<file path="src/rtl/ldd_pkg.sv">
// Purpose: shared constants for the lane deskew and disparity status block
// Assumes: 32-bit avalon-mm register bus, byte addresses are four times the index
// Notes: register index values keep the printed offsets
package ldd_pkg;
  localparam int unsigned LANES = 8;
  localparam int unsigned LINKS = 2;
  localparam int unsigned CNT_W = 8;
  localparam int unsigned ADDR_W = 13;
  localparam int unsigned DATA_W = 32;

  // register indices; byte address is index * 4
  localparam logic [ADDR_W-1:0] IDX_LINK_PAGE = 13'h0300;
  localparam logic [ADDR_W-1:0] IDX_DESKEW = 13'h046C;
  localparam logic [ADDR_W-1:0] IDX_DISPARITY = 13'h046D;
  localparam logic [ADDR_W-1:0] IDX_THRESHOLD = 13'h04F0;
  localparam logic [ADDR_W-1:0] IDX_CNT_CLEAR = 13'h04F1;

  localparam logic [7:0] THRESHOLD_RST = 8'hFF;
  localparam logic [7:0] STATUS_RST = 8'h00;
  localparam logic [0:0] PAGE_RST = 1'h0;
  localparam int unsigned CLEAR_BIT = 0;
endpackage : ldd_pkg

</file>
<file path="src/rtl/ldd_lane_ctr.sv">
// Purpose: one lane's saturating disparity error counter and threshold flag
// Assumes: error event is a one-cycle pulse from logic on ref_clk
// Notes: a new error in the clear cycle is kept as a count of one
`timescale 1ns/100ps
module ldd_lane_ctr #(
  parameter int unsigned CNT_W = 8
) (
  input wire logic ref_clk,
  input wire logic srst,
  input wire logic ce,
  input wire logic err_evt,
  input wire logic cnt_clr,
  input wire logic [CNT_W-1:0] threshold,
  output logic flag
);
  logic [CNT_W-1:0] cnt_q;
  logic flag_q;
  logic [CNT_W-1:0] cnt_max;

  assign cnt_max = {CNT_W{1'b1}};

  always_ff @(posedge ref_clk)
  begin
    if (srst)
    begin
      cnt_q <= '0;
    end
    else if (ce)
    begin
      if (cnt_clr)
      begin
        // set wins over clear: the colliding event is counted
        cnt_q <= err_evt ? CNT_W'(1) : '0;
      end
      else if (err_evt && cnt_q != cnt_max)
      begin
        cnt_q <= cnt_q + CNT_W'(1);
      end
    end
  end

  // registered compare keeps the flag at zero through reset even with a zero threshold
  always_ff @(posedge ref_clk)
  begin
    if (srst)
    begin
      flag_q <= 1'b0;
    end
    else if (ce)
    begin
      flag_q <= (cnt_q >= threshold);
    end
  end

  assign flag = flag_q;
endmodule : ldd_lane_ctr

</file>
<file path="src/rtl/ldd_lane_status.sv">
// Purpose: per-link, per-lane deskew and bad disparity status with register access
// Assumes: deskew levels and error pulses come from receiver logic on ref_clk
// Notes: one wait state on every bus access; unmapped reads return zero
`timescale 1ns/100ps

// Overview of operation
// - read-only deskew bit per lane, 1 achieved
// - disparity flag set when count reaches threshold
// - status read from link chosen by page
// - status bits read-only, reset to zero
// - disparity register bit n is lane n
module ldd_lane_status #(
  parameter int unsigned LANES = ldd_pkg::LANES,
  parameter int unsigned LINKS = ldd_pkg::LINKS,
  parameter int unsigned CNT_W = ldd_pkg::CNT_W
) (
  input wire logic ref_clk,
  input wire logic srst,
  input wire logic ce,
  // receiver side, one lane group per link, link k at [k*LANES +: LANES]
  input wire logic [LINKS*LANES-1:0] deskew_ok_in,
  input wire logic [LINKS*LANES-1:0] disparity_err_evt,
  // avalon-mm slave, byte address
  input wire logic [ldd_pkg::ADDR_W+1:0] avs_address,
  input wire logic avs_read,
  input wire logic avs_write,
  input wire logic [ldd_pkg::DATA_W-1:0] avs_writedata,
  input wire logic [3:0] avs_byteenable,
  output logic [ldd_pkg::DATA_W-1:0] avs_readdata,
  output logic avs_waitrequest,
  // current status of the selected link and the shared threshold, for on-chip users
  output logic [LANES-1:0] deskew_ok_sel,
  output logic [LANES-1:0] disparity_flag_sel,
  output logic [CNT_W-1:0] error_count_threshold
);
  localparam int unsigned PAGE_W = (LINKS > 1) ? $clog2(LINKS) : 1;

  logic ack_q;
  logic [ldd_pkg::DATA_W-1:0] rdata_q;
  logic [PAGE_W-1:0] link_page_q;
  logic [CNT_W-1:0] threshold_q;
  logic [LINKS-1:0] clr_q;
  logic [LINKS*LANES-1:0] deskew_q;
  logic [LINKS*LANES-1:0] disp_flag;
  logic [ldd_pkg::ADDR_W-1:0] idx;
  logic req;
  logic wr_take;
  logic hit_page;
  logic hit_deskew;
  logic hit_disp;
  logic hit_thr;
  logic hit_clr;
  logic [ldd_pkg::DATA_W-1:0] rd_mux;
  logic [LANES-1:0] page_deskew;
  logic [LANES-1:0] page_disp;

  assign idx = avs_address[ldd_pkg::ADDR_W+1:2];
  assign req = avs_read | avs_write;
  assign hit_page = (idx == ldd_pkg::IDX_LINK_PAGE);
  assign hit_deskew = (idx == ldd_pkg::IDX_DESKEW);
  assign hit_disp = (idx == ldd_pkg::IDX_DISPARITY);
  assign hit_thr = (idx == ldd_pkg::IDX_THRESHOLD);
  assign hit_clr = (idx == ldd_pkg::IDX_CNT_CLEAR);
  // write lands only at the edge where waitrequest is seen low
  assign wr_take = avs_write & ack_q & avs_byteenable[0];

  // every request waits exactly one cycle; a frozen clock enable keeps the master waiting
  assign avs_waitrequest = req & ~(ack_q & ce);

  always_ff @(posedge ref_clk)
  begin
    if (srst)
    begin
      ack_q <= 1'b0;
    end
    else if (ce)
    begin
      ack_q <= req & ~ack_q;
    end
  end

  // deskew status per link; follows the receiver, nothing software writes reaches it
  always_ff @(posedge ref_clk)
  begin
    if (srst)
    begin
      deskew_q <= '0;
    end
    else if (ce)
    begin
      deskew_q <= deskew_ok_in;
    end
  end

  always_ff @(posedge ref_clk)
  begin
    if (srst)
    begin
      link_page_q <= PAGE_W'(ldd_pkg::PAGE_RST);
    end
    else if (ce && wr_take && hit_page)
    begin
      link_page_q <= avs_writedata[PAGE_W-1:0];
    end
  end

  always_ff @(posedge ref_clk)
  begin
    if (srst)
    begin
      threshold_q <= CNT_W'(ldd_pkg::THRESHOLD_RST);
    end
    else if (ce && wr_take && hit_thr)
    begin
      threshold_q <= avs_writedata[CNT_W-1:0];
    end
  end

  // counter clear is a one-cycle strobe aimed at the paged link only
  always_ff @(posedge ref_clk)
  begin
    if (srst)
    begin
      clr_q <= '0;
    end
    else if (ce)
    begin
      clr_q <= '0;
      if (wr_take && hit_clr && avs_writedata[ldd_pkg::CLEAR_BIT])
      begin
        clr_q[link_page_q] <= 1'b1;
      end
    end
  end

  genvar gi;
  generate
    for (gi = 0; gi < LINKS*LANES; gi++)
    begin : g_lane
      ldd_lane_ctr #(
        .CNT_W(CNT_W)
      ) u_ctr (
        .ref_clk(ref_clk),
        .srst(srst),
        .ce(ce),
        .err_evt(disparity_err_evt[gi]),
        .cnt_clr(clr_q[gi / LANES]),
        .threshold(threshold_q),
        .flag(disp_flag[gi])
      );
    end
  endgenerate

  // each link keeps its own copy; the page picks which one is seen
  assign page_deskew = deskew_q[link_page_q*LANES +: LANES];
  assign page_disp = disp_flag[link_page_q*LANES +: LANES];

  always_comb
  begin
    rd_mux = '0;
    if (hit_page)
    begin
      rd_mux[PAGE_W-1:0] = link_page_q;
    end
    else if (hit_deskew)
    begin
      rd_mux[LANES-1:0] = page_deskew;
    end
    else if (hit_disp)
    begin
      rd_mux[LANES-1:0] = page_disp;
    end
    else if (hit_thr)
    begin
      rd_mux[CNT_W-1:0] = threshold_q;
    end
  end

  // read data captured in the wait cycle, stands at the release edge
  always_ff @(posedge ref_clk)
  begin
    if (srst)
    begin
      rdata_q <= '0;
    end
    else if (ce && avs_read && !ack_q)
    begin
      rdata_q <= rd_mux;
    end
  end

  assign avs_readdata = rdata_q;
  assign deskew_ok_sel = page_deskew;
  assign disparity_flag_sel = page_disp;
  assign error_count_threshold = threshold_q;
endmodule : ldd_lane_status

</file>
<file path="config.mk">
export PLATFORM = sky130hd
export DESIGN_NAME = ldd_lane_status
export DESIGN_NICKNAME = d
export VERILOG_FILES = /design/src/rtl/ldd_pkg.sv /design/src/rtl/ldd_lane_ctr.sv /design/src/rtl/ldd_lane_status.sv
export SDC_FILE = /design/constraint.sdc
export NUM_CORES = 1
export LEC_CHECK = 0
export ABC_AREA = 0
export BUFFER_PORTS_ARGS = -buffer_cell sky130_fd_sc_hd__buf_2
export CORE_ASPECT_RATIO = 0.5
export CORE_MARGIN = 2
export CORE_UTILIZATION = 64
export DETAILED_ROUTE_END_ITERATION = 6
export PLACE_DENSITY = 0.93
export SETUP_SLACK_MARGIN = 0.05
export SYNTH_ARGS = -nofsm -noshare
export SYNTH_HDL_FRONTEND = slang
export SYNTH_SLANG_ARGS = --single-unit
</file>
<file path="constraint.sdc">
create_clock -name ref_clk -period 5.2 [get_ports ref_clk]
set_input_delay 0.26 -clock ref_clk [delete_from_list [all_inputs] [get_ports ref_clk]]
set_output_delay 0.26 -clock ref_clk [all_outputs]
set_load 0.005 [all_outputs]
</file>
==> results of run 1 <==
==> metrics by stage <==
| step | std cells | setup WS (ps) |
|---|---|---|
| finish | 1653 | 2590 |
| global placement | 1622 | 2810 |
| CTS | 1653 | 2680 |
| detailed placement | 1622 | 2720 |
| global route | 1653 | 2620 |
| floorplan | 1357 | 3470 |
==> cell families (layout without fill, tap and decap cells) <==
group	Yosys count	count (layout)	share of synthesized area
XOR/XNOR	87	87	0.0663
adder cells (fa/ha/maj)	144	144	0.157
AND/OR/NAND/NOR	500	500	0.221
buffers and inverters	119	181	0.0517
other	1	24	0.000326
AO/OA/AOI/OAI	268	268	0.158
multiplexers	35	35	0.0323
flip-flops	180	180	0.313
==> cells in the final DEF (no fill, tap or decap), drive strengths merged, types with 6 or more instances in the layout <==
master	n
dfxtp	180
nor2	156
ha	144
buf	99
nand2	89
o21ai	71
a21oi	70
xnor2	70
nand3	64
inv	53
nor3	37
nand4	36
a21o	32
conb	24
clkbuf	21
nand2b	20
mux2i	18
nand3b	18
mux2	17
o2111a	17
xor2	17
o211ai	17
or4	16
nand4b	12
or3	10
a22oi	10
or2	10
o221ai	10
o211a	8
o31ai	8
nor4	8
and4	6
and3	6
==> registers in the layout, indices dropped and copies added, names as in the netlist <==
register,cells
ack_q,1
g_lane.u_ctr.cnt_q,128
error_count_threshold,8
clr_q,2
deskew_q,16
g_lane.u_ctr.flag,16
link_page_q,1
avs_readdata,8
==> Yosys cell counts, types with 18 or more instances <==
library cell and count:
nand3b_1 18, buf_2 22, nor3_1 35, buf_4 26
nand2_1 89, inv_1 50, dfxtp_1 180, nand4_1 35
nand2b_1 20, nand3_1 64, ha_1 144, mux2i_1 18
a21o_1 32, nor2_1 156, a21oi_1 70, xnor2_1 70
o21ai_0 63
==> final cells by class <==
cell class                      count  area share
Multi-Input combinational cell   1058       0.589
Sequential cell                   180       0.287
Timing Repair Buffer               99      0.0412
Clock buffer                       21      0.0366
Tap cell                          234      0.0233
Inverter                           51      0.0152
Clock inverter                     10     0.00807
==> worst min path at each step <==
stage	from	endpoint	slack (ps)	cells after the start
2_1_floorplan	avs_writedata[0]	error_count_threshold[0]	390	2
6_report	avs_writedata[4]	error_count_threshold[4]	40	3
3_5_place_dp	avs_readdata[5]	avs_readdata[5]	450	2
3_3_place_gp	avs_readdata[3]	avs_readdata[3]	440	2
5_1_grt	avs_writedata[3]	error_count_threshold[3]	60	3
4_1_cts	avs_writedata[4]	error_count_threshold[4]	50	3
==> metal layers <==
layer	global-route usage	wire, µm	vias up	share of wire
li1	-	-	4948	-
met1	0.385	12600	5122	0.39
met2	0.571	15300	634	0.47
met3	0.0719	2830	169	0.087
met4	0.191	1630	2	0.050
met5	0	11	-	0.00034
==> worst max-delay path, cell delays in order (launching register included) <==
cell and delay (ps):
dfxtp_1 360, inv_1 490, ha_1 440, or4_1 570, a21oi_1 290, o21ai_0 190, o2111a_1 160
==> power by group through the flow <==
stage	sequential, mW	combinational, mW	clock, mW
floorplan	1.45	0.162	0
global placement	1.46	0.209	0
detailed placement	1.46	0.223	0
CTS	1.43	0.231	1.26
global route	1.43	0.258	1.32
finish	1.43	0.239	1.27
==> reports/results.ini, run 1 <==
[status]
status=complete, but fails checks
violations=design-rule violations

[route]
ant_nets=0
drt_iter0_drc=944
num_vias=10875
wirelength_um=32400
drt-pass1-iter-count=7
vias_per_cell=6.58
wl_per_cell_um=19.6
route.detailed.drc=1

[global_route]
antenna_found_initial=2
grt_pass1_vias=10720
globalRoute.totalOverflow=0
grt_usage=0.331
grt_max_degree=49
grt_pass1_wl_um=52000

[worst_setup_path]
ff2ff_setup_slack_ps=2590
end_kind=flip-flop
startpoint=error_count_threshold[5]
r2r_cells=6
crit_end=g_lane[6].u_ctr.flag
r2r-start=error_count_threshold[5]
required_ps=5530
critPathKind=flip-flop to flip-flop
timing.rr.end=g_lane[6].u_ctr.flag
cp-start-kind=flip-flop
cp.arrival_ps=2940
cp_max_fo=17

[sta]
fin_crit_sh=0.502
rsz0062_at_grt=no
slew_violations=0
fin_setup_tns_ps=0
skew_ps=11.1
worstMarginPinSlew_ps=1230
fmax_ghz=0.383
period_minus_slack_ps=2610
max_slew_margin=0.182
hold_ws_ps=43.5
final-hold-violation-count=0
final-setup-viol-count=0

[place]
place_area_mm2=0.0120
gp_congestion=0.959
portBuffers=91
hpwl_um=20300

[synthesis]
synth_top_area_frac=0.313
yosysUniqueCellTypes=65
synthTopCellsByArea=dfxtp_1, ha_1, xnor2_1
syn_area_mm2=0.0115
synth_largest_area_cell=dfxtp_1
synthArstFlopShare=0
synth_edf_count=0
yosys_warnings=0
yosys_most_used_dff=dfxtp_1
synth.avg_cell_area_um2=8.62
ys_seq_area_frac=0.313
synthCells=1334
ys_seq_elements=180

[clocking]
clk_latency_ps=440
htree_levels=4
tritoncts=yes
cts_setup_buffers=0
cts_root_buf=clkbuf_16
path_clk_slew_ps=70
cts_sinks=180
cts_hold_buf=0
numCtsBuffers=17
cts_resized=0
clk_path_buf_depth=2

[pwr]
ir_drop_uv=270
internal_power_mw=2.18
p_sw_mw=0.761
p_leak_nw=5.71
swShare=0.259
clkPwrFrac=0.433
p_comb_frac=0.081
power.total_mw=2.94
p_seq_frac=0.486
powerDensity_mw_per_mm2=234

[floorplan]
die-area_mm2=0.0191
die_x_um=194
pin_count=145
core-area_mm2=0.0175
die_h_um=98.8
rows=34
start_util=0.658

[hold_path]
hold_path_class=input pin to flip-flop

[cells_and_area]
nNetsFinal=1639
final_cell_area_mm2=0.0126
syn2layout_area_growth_pct=9.28
drive_above_1_share=0.119
diodes=0
final_core_util=0.719
multi_input_area_mm2=0.00740
nFillCells=1126
regArea_mm2=0.00360

[flow_run]
max-cap-violations=0

Power figures use the tool's default switching activity.
==> run 2: changes to the inputs <==
--- a/config.mk
+++ b/config.mk
@@ -9,9 +9,9 @@
 export BUFFER_PORTS_ARGS = -buffer_cell sky130_fd_sc_hd__buf_2
 export CORE_ASPECT_RATIO = 0.5
 export CORE_MARGIN = 2
-export CORE_UTILIZATION = 64
+export CORE_UTILIZATION = 53
 export DETAILED_ROUTE_END_ITERATION = 6
-export PLACE_DENSITY = 0.93
+export PLACE_DENSITY = 0.83
 export SETUP_SLACK_MARGIN = 0.05
 export SYNTH_ARGS = -nofsm -noshare
 export SYNTH_HDL_FRONTEND = slang
==> constraint.sdc (replaced) <==
create_clock -name ref_clk -period 2.3 [get_ports ref_clk]
set_input_delay 0.115 -clock ref_clk [delete_from_list [all_inputs] [get_ports ref_clk]]
set_output_delay 0.115 -clock ref_clk [all_outputs]
set_load 0.005 [all_outputs]
==> reports/results.ini, run 2 (same netlist as run 1, synthesis figures left out) <==
[sta]
fmax_ghz=0.490
worstMarginPinSlew_ps=1010  ; was 1230 ps
max_slew_margin=0.325  ; was 0.182
final-hold-violation-count=0  ; unchanged
final-setup-viol-count=0  ; unchanged
fin_crit_sh=0.888
skew_ps=9.52  ; was 11.1 ps
fin_setup_tns_ps=0  ; unchanged
period_minus_slack_ps=2040
slew_violations=0  ; unchanged
rsz0062_at_grt=no  ; unchanged

[pwr]
power.total_mw=6.89  ; was 2.94 mW
p_leak_nw=5.99  ; was 5.71 nW
ir_drop_uv=400  ; was 270 µV
powerDensity_mw_per_mm2=522  ; was 234 mW/mm²

[global_route]
globalRoute.totalOverflow=0  ; unchanged
grt_pass1_vias=10547  ; was 10720
grt_usage=0.279  ; was 0.331
grt_pass1_wl_um=51100  ; was 52000 µm
antenna_found_initial=2  ; unchanged
grt_max_degree=38  ; was 49

[clocking]
clk_path_buf_depth=2  ; unchanged
clk_latency_ps=440  ; about the same
numCtsBuffers=17  ; unchanged
tritoncts=yes  ; unchanged
cts_resized=0  ; unchanged
cts_root_buf=clkbuf_16  ; unchanged
path_clk_slew_ps=70  ; about the same
cts_sinks=180  ; unchanged
htree_levels=4  ; unchanged

[cells_and_area]
mostFrequentLayoutCells=dfxtp_1, nor2_1, ha_1, buf_2, nand2_1  ; unchanged
layout_commonest_cell=dfxtp_1  ; unchanged
top_register=g_lane.u_ctr.cnt_q  ; unchanged
nFillCells=1727  ; was 1126
nNetsFinal=1694  ; was 1639
fin_cells=1776  ; was 1653
syn2layout_area_growth_pct=15.0  ; was 9.28%
regArea_mm2=0.00360  ; unchanged
multi_input_area_mm2=0.00739  ; was 0.00740 mm²
final_cell_area_mm2=0.0132  ; was 0.0126 mm²
largest_reg_flops=128  ; unchanged
drive_above_1_share=0.128  ; was 0.119

[place]
numPlacedInstances=1708  ; was 1622
hpwl_um=21300  ; was 20300 µm
portBuffers=91  ; unchanged
place_area_mm2=0.0123  ; was 0.0120 mm²
gp_congestion=0.906  ; was 0.959

[floorplan]
pin_count=145  ; unchanged
die_h_um=108  ; was 98.8 µm
die-area_mm2=0.0230  ; was 0.0191 mm²
start_util=0.535  ; was 0.658
core-area_mm2=0.0215  ; was 0.0175 mm²
die_x_um=212  ; was 194 µm
rows=38  ; was 34

[status]
status=finished, final reports clean  ; was complete, but fails checks

[worst_setup_path]
cp-start-kind=flip-flop  ; unchanged
end_kind=output port  ; was flip-flop
critPathKind=flip-flop to output port  ; was flip-flop to flip-flop
cp_max_fo=14  ; was 17
required_ps=2180  ; was 5530 ps
cp.arrival_ps=1930  ; was 2940 ps

[route]
vias_per_cell=6.03  ; was 6.58
num_vias=10706  ; was 10875
wl_per_cell_um=17.9  ; was 19.6 µm
wirelength_um=31800  ; was 32400 µm
drt_iter0_drc=1008  ; was 944
ant_nets=0  ; unchanged
route.detailed.drc=0  ; was 1
drt-pass1-iter-count=6  ; was 7

[flow_run]
max-cap-violations=0  ; unchanged

[hold_path]
hold_path_class=input pin to flip-flop  ; unchanged

run 2: cell types whose count changed in the layout (fill, tap and decap cells not counted), sizes merged:
cell,before,now
dlygate4sd3,0,35
buf,99,119
bufinv,1,3
clkinvlp,3,1
diode,0,2
clkbuf,21,20
clkinv,4,5
run 2: repair_timing:
action,in CTS,in global routing
hold buffers,35,0
endpoints found under the hold margin,42,0
setup buffers,0,0
run 2: final cells by class:
type                    instances  share of cell area
well taps                     300              0.0284
inverters                      51              0.0145
repair buffers                154              0.0799
diodes                          2            0.000379
clock buffers                  20              0.0338
clock inverters                11              0.0115
flip-flops and latches        180               0.273
multi-input cells            1058               0.559
run 2: critical path, cell delays in order (launching register included):
cell and delay, ps:
dfxtp_1 670, buf_4 280, mux2_2 380, buf_2 160
run 2: power by group:
group	switching, mW	total, mW	internal [mW]
registers	0.0606	3.23	3.17
clock network	1.33	3.08	1.74
logic	0.335	0.585	0.250
run 2: final timing paths:
| path | startpoint | endpoint | slack, ps | cells after the start |
|---|---|---|---|---|
| min | disparity_err_evt[4] | g_lane[4].u_ctr.cnt_q[1] | 2 | 3 |
| max reg2reg | error_count_threshold[5] | g_lane[5].u_ctr.flag | 350 | 7 |
| max | link_page_q | deskew_ok_sel[2] | 260 | 3 |
| min reg2reg | avs_readdata[1] | avs_readdata[1] | 470 | 2 |
run 2: through the flow:
stage,worst slack (ps),utilization,hold WS (ps)
after global routing,193,0.615,4.61
after floorplan,573,-,243
after CTS,293,0.615,0.557
final,258,0.615,1.54
after detailed placement,362,0.571,350
after global placement,401,0.571,342
run 2: layer usage:
layer | vias to the layer above | track usage | part of all wire
met2 | 439 | 0.485 | 0.48
met4 | 0 | 0.160 | 0.045
met5 | - | 0 | 0
met1 | 5064 | 0.322 | 0.41
met3 | 134 | 0.0607 | 0.065
li1 | 5069 | - | -
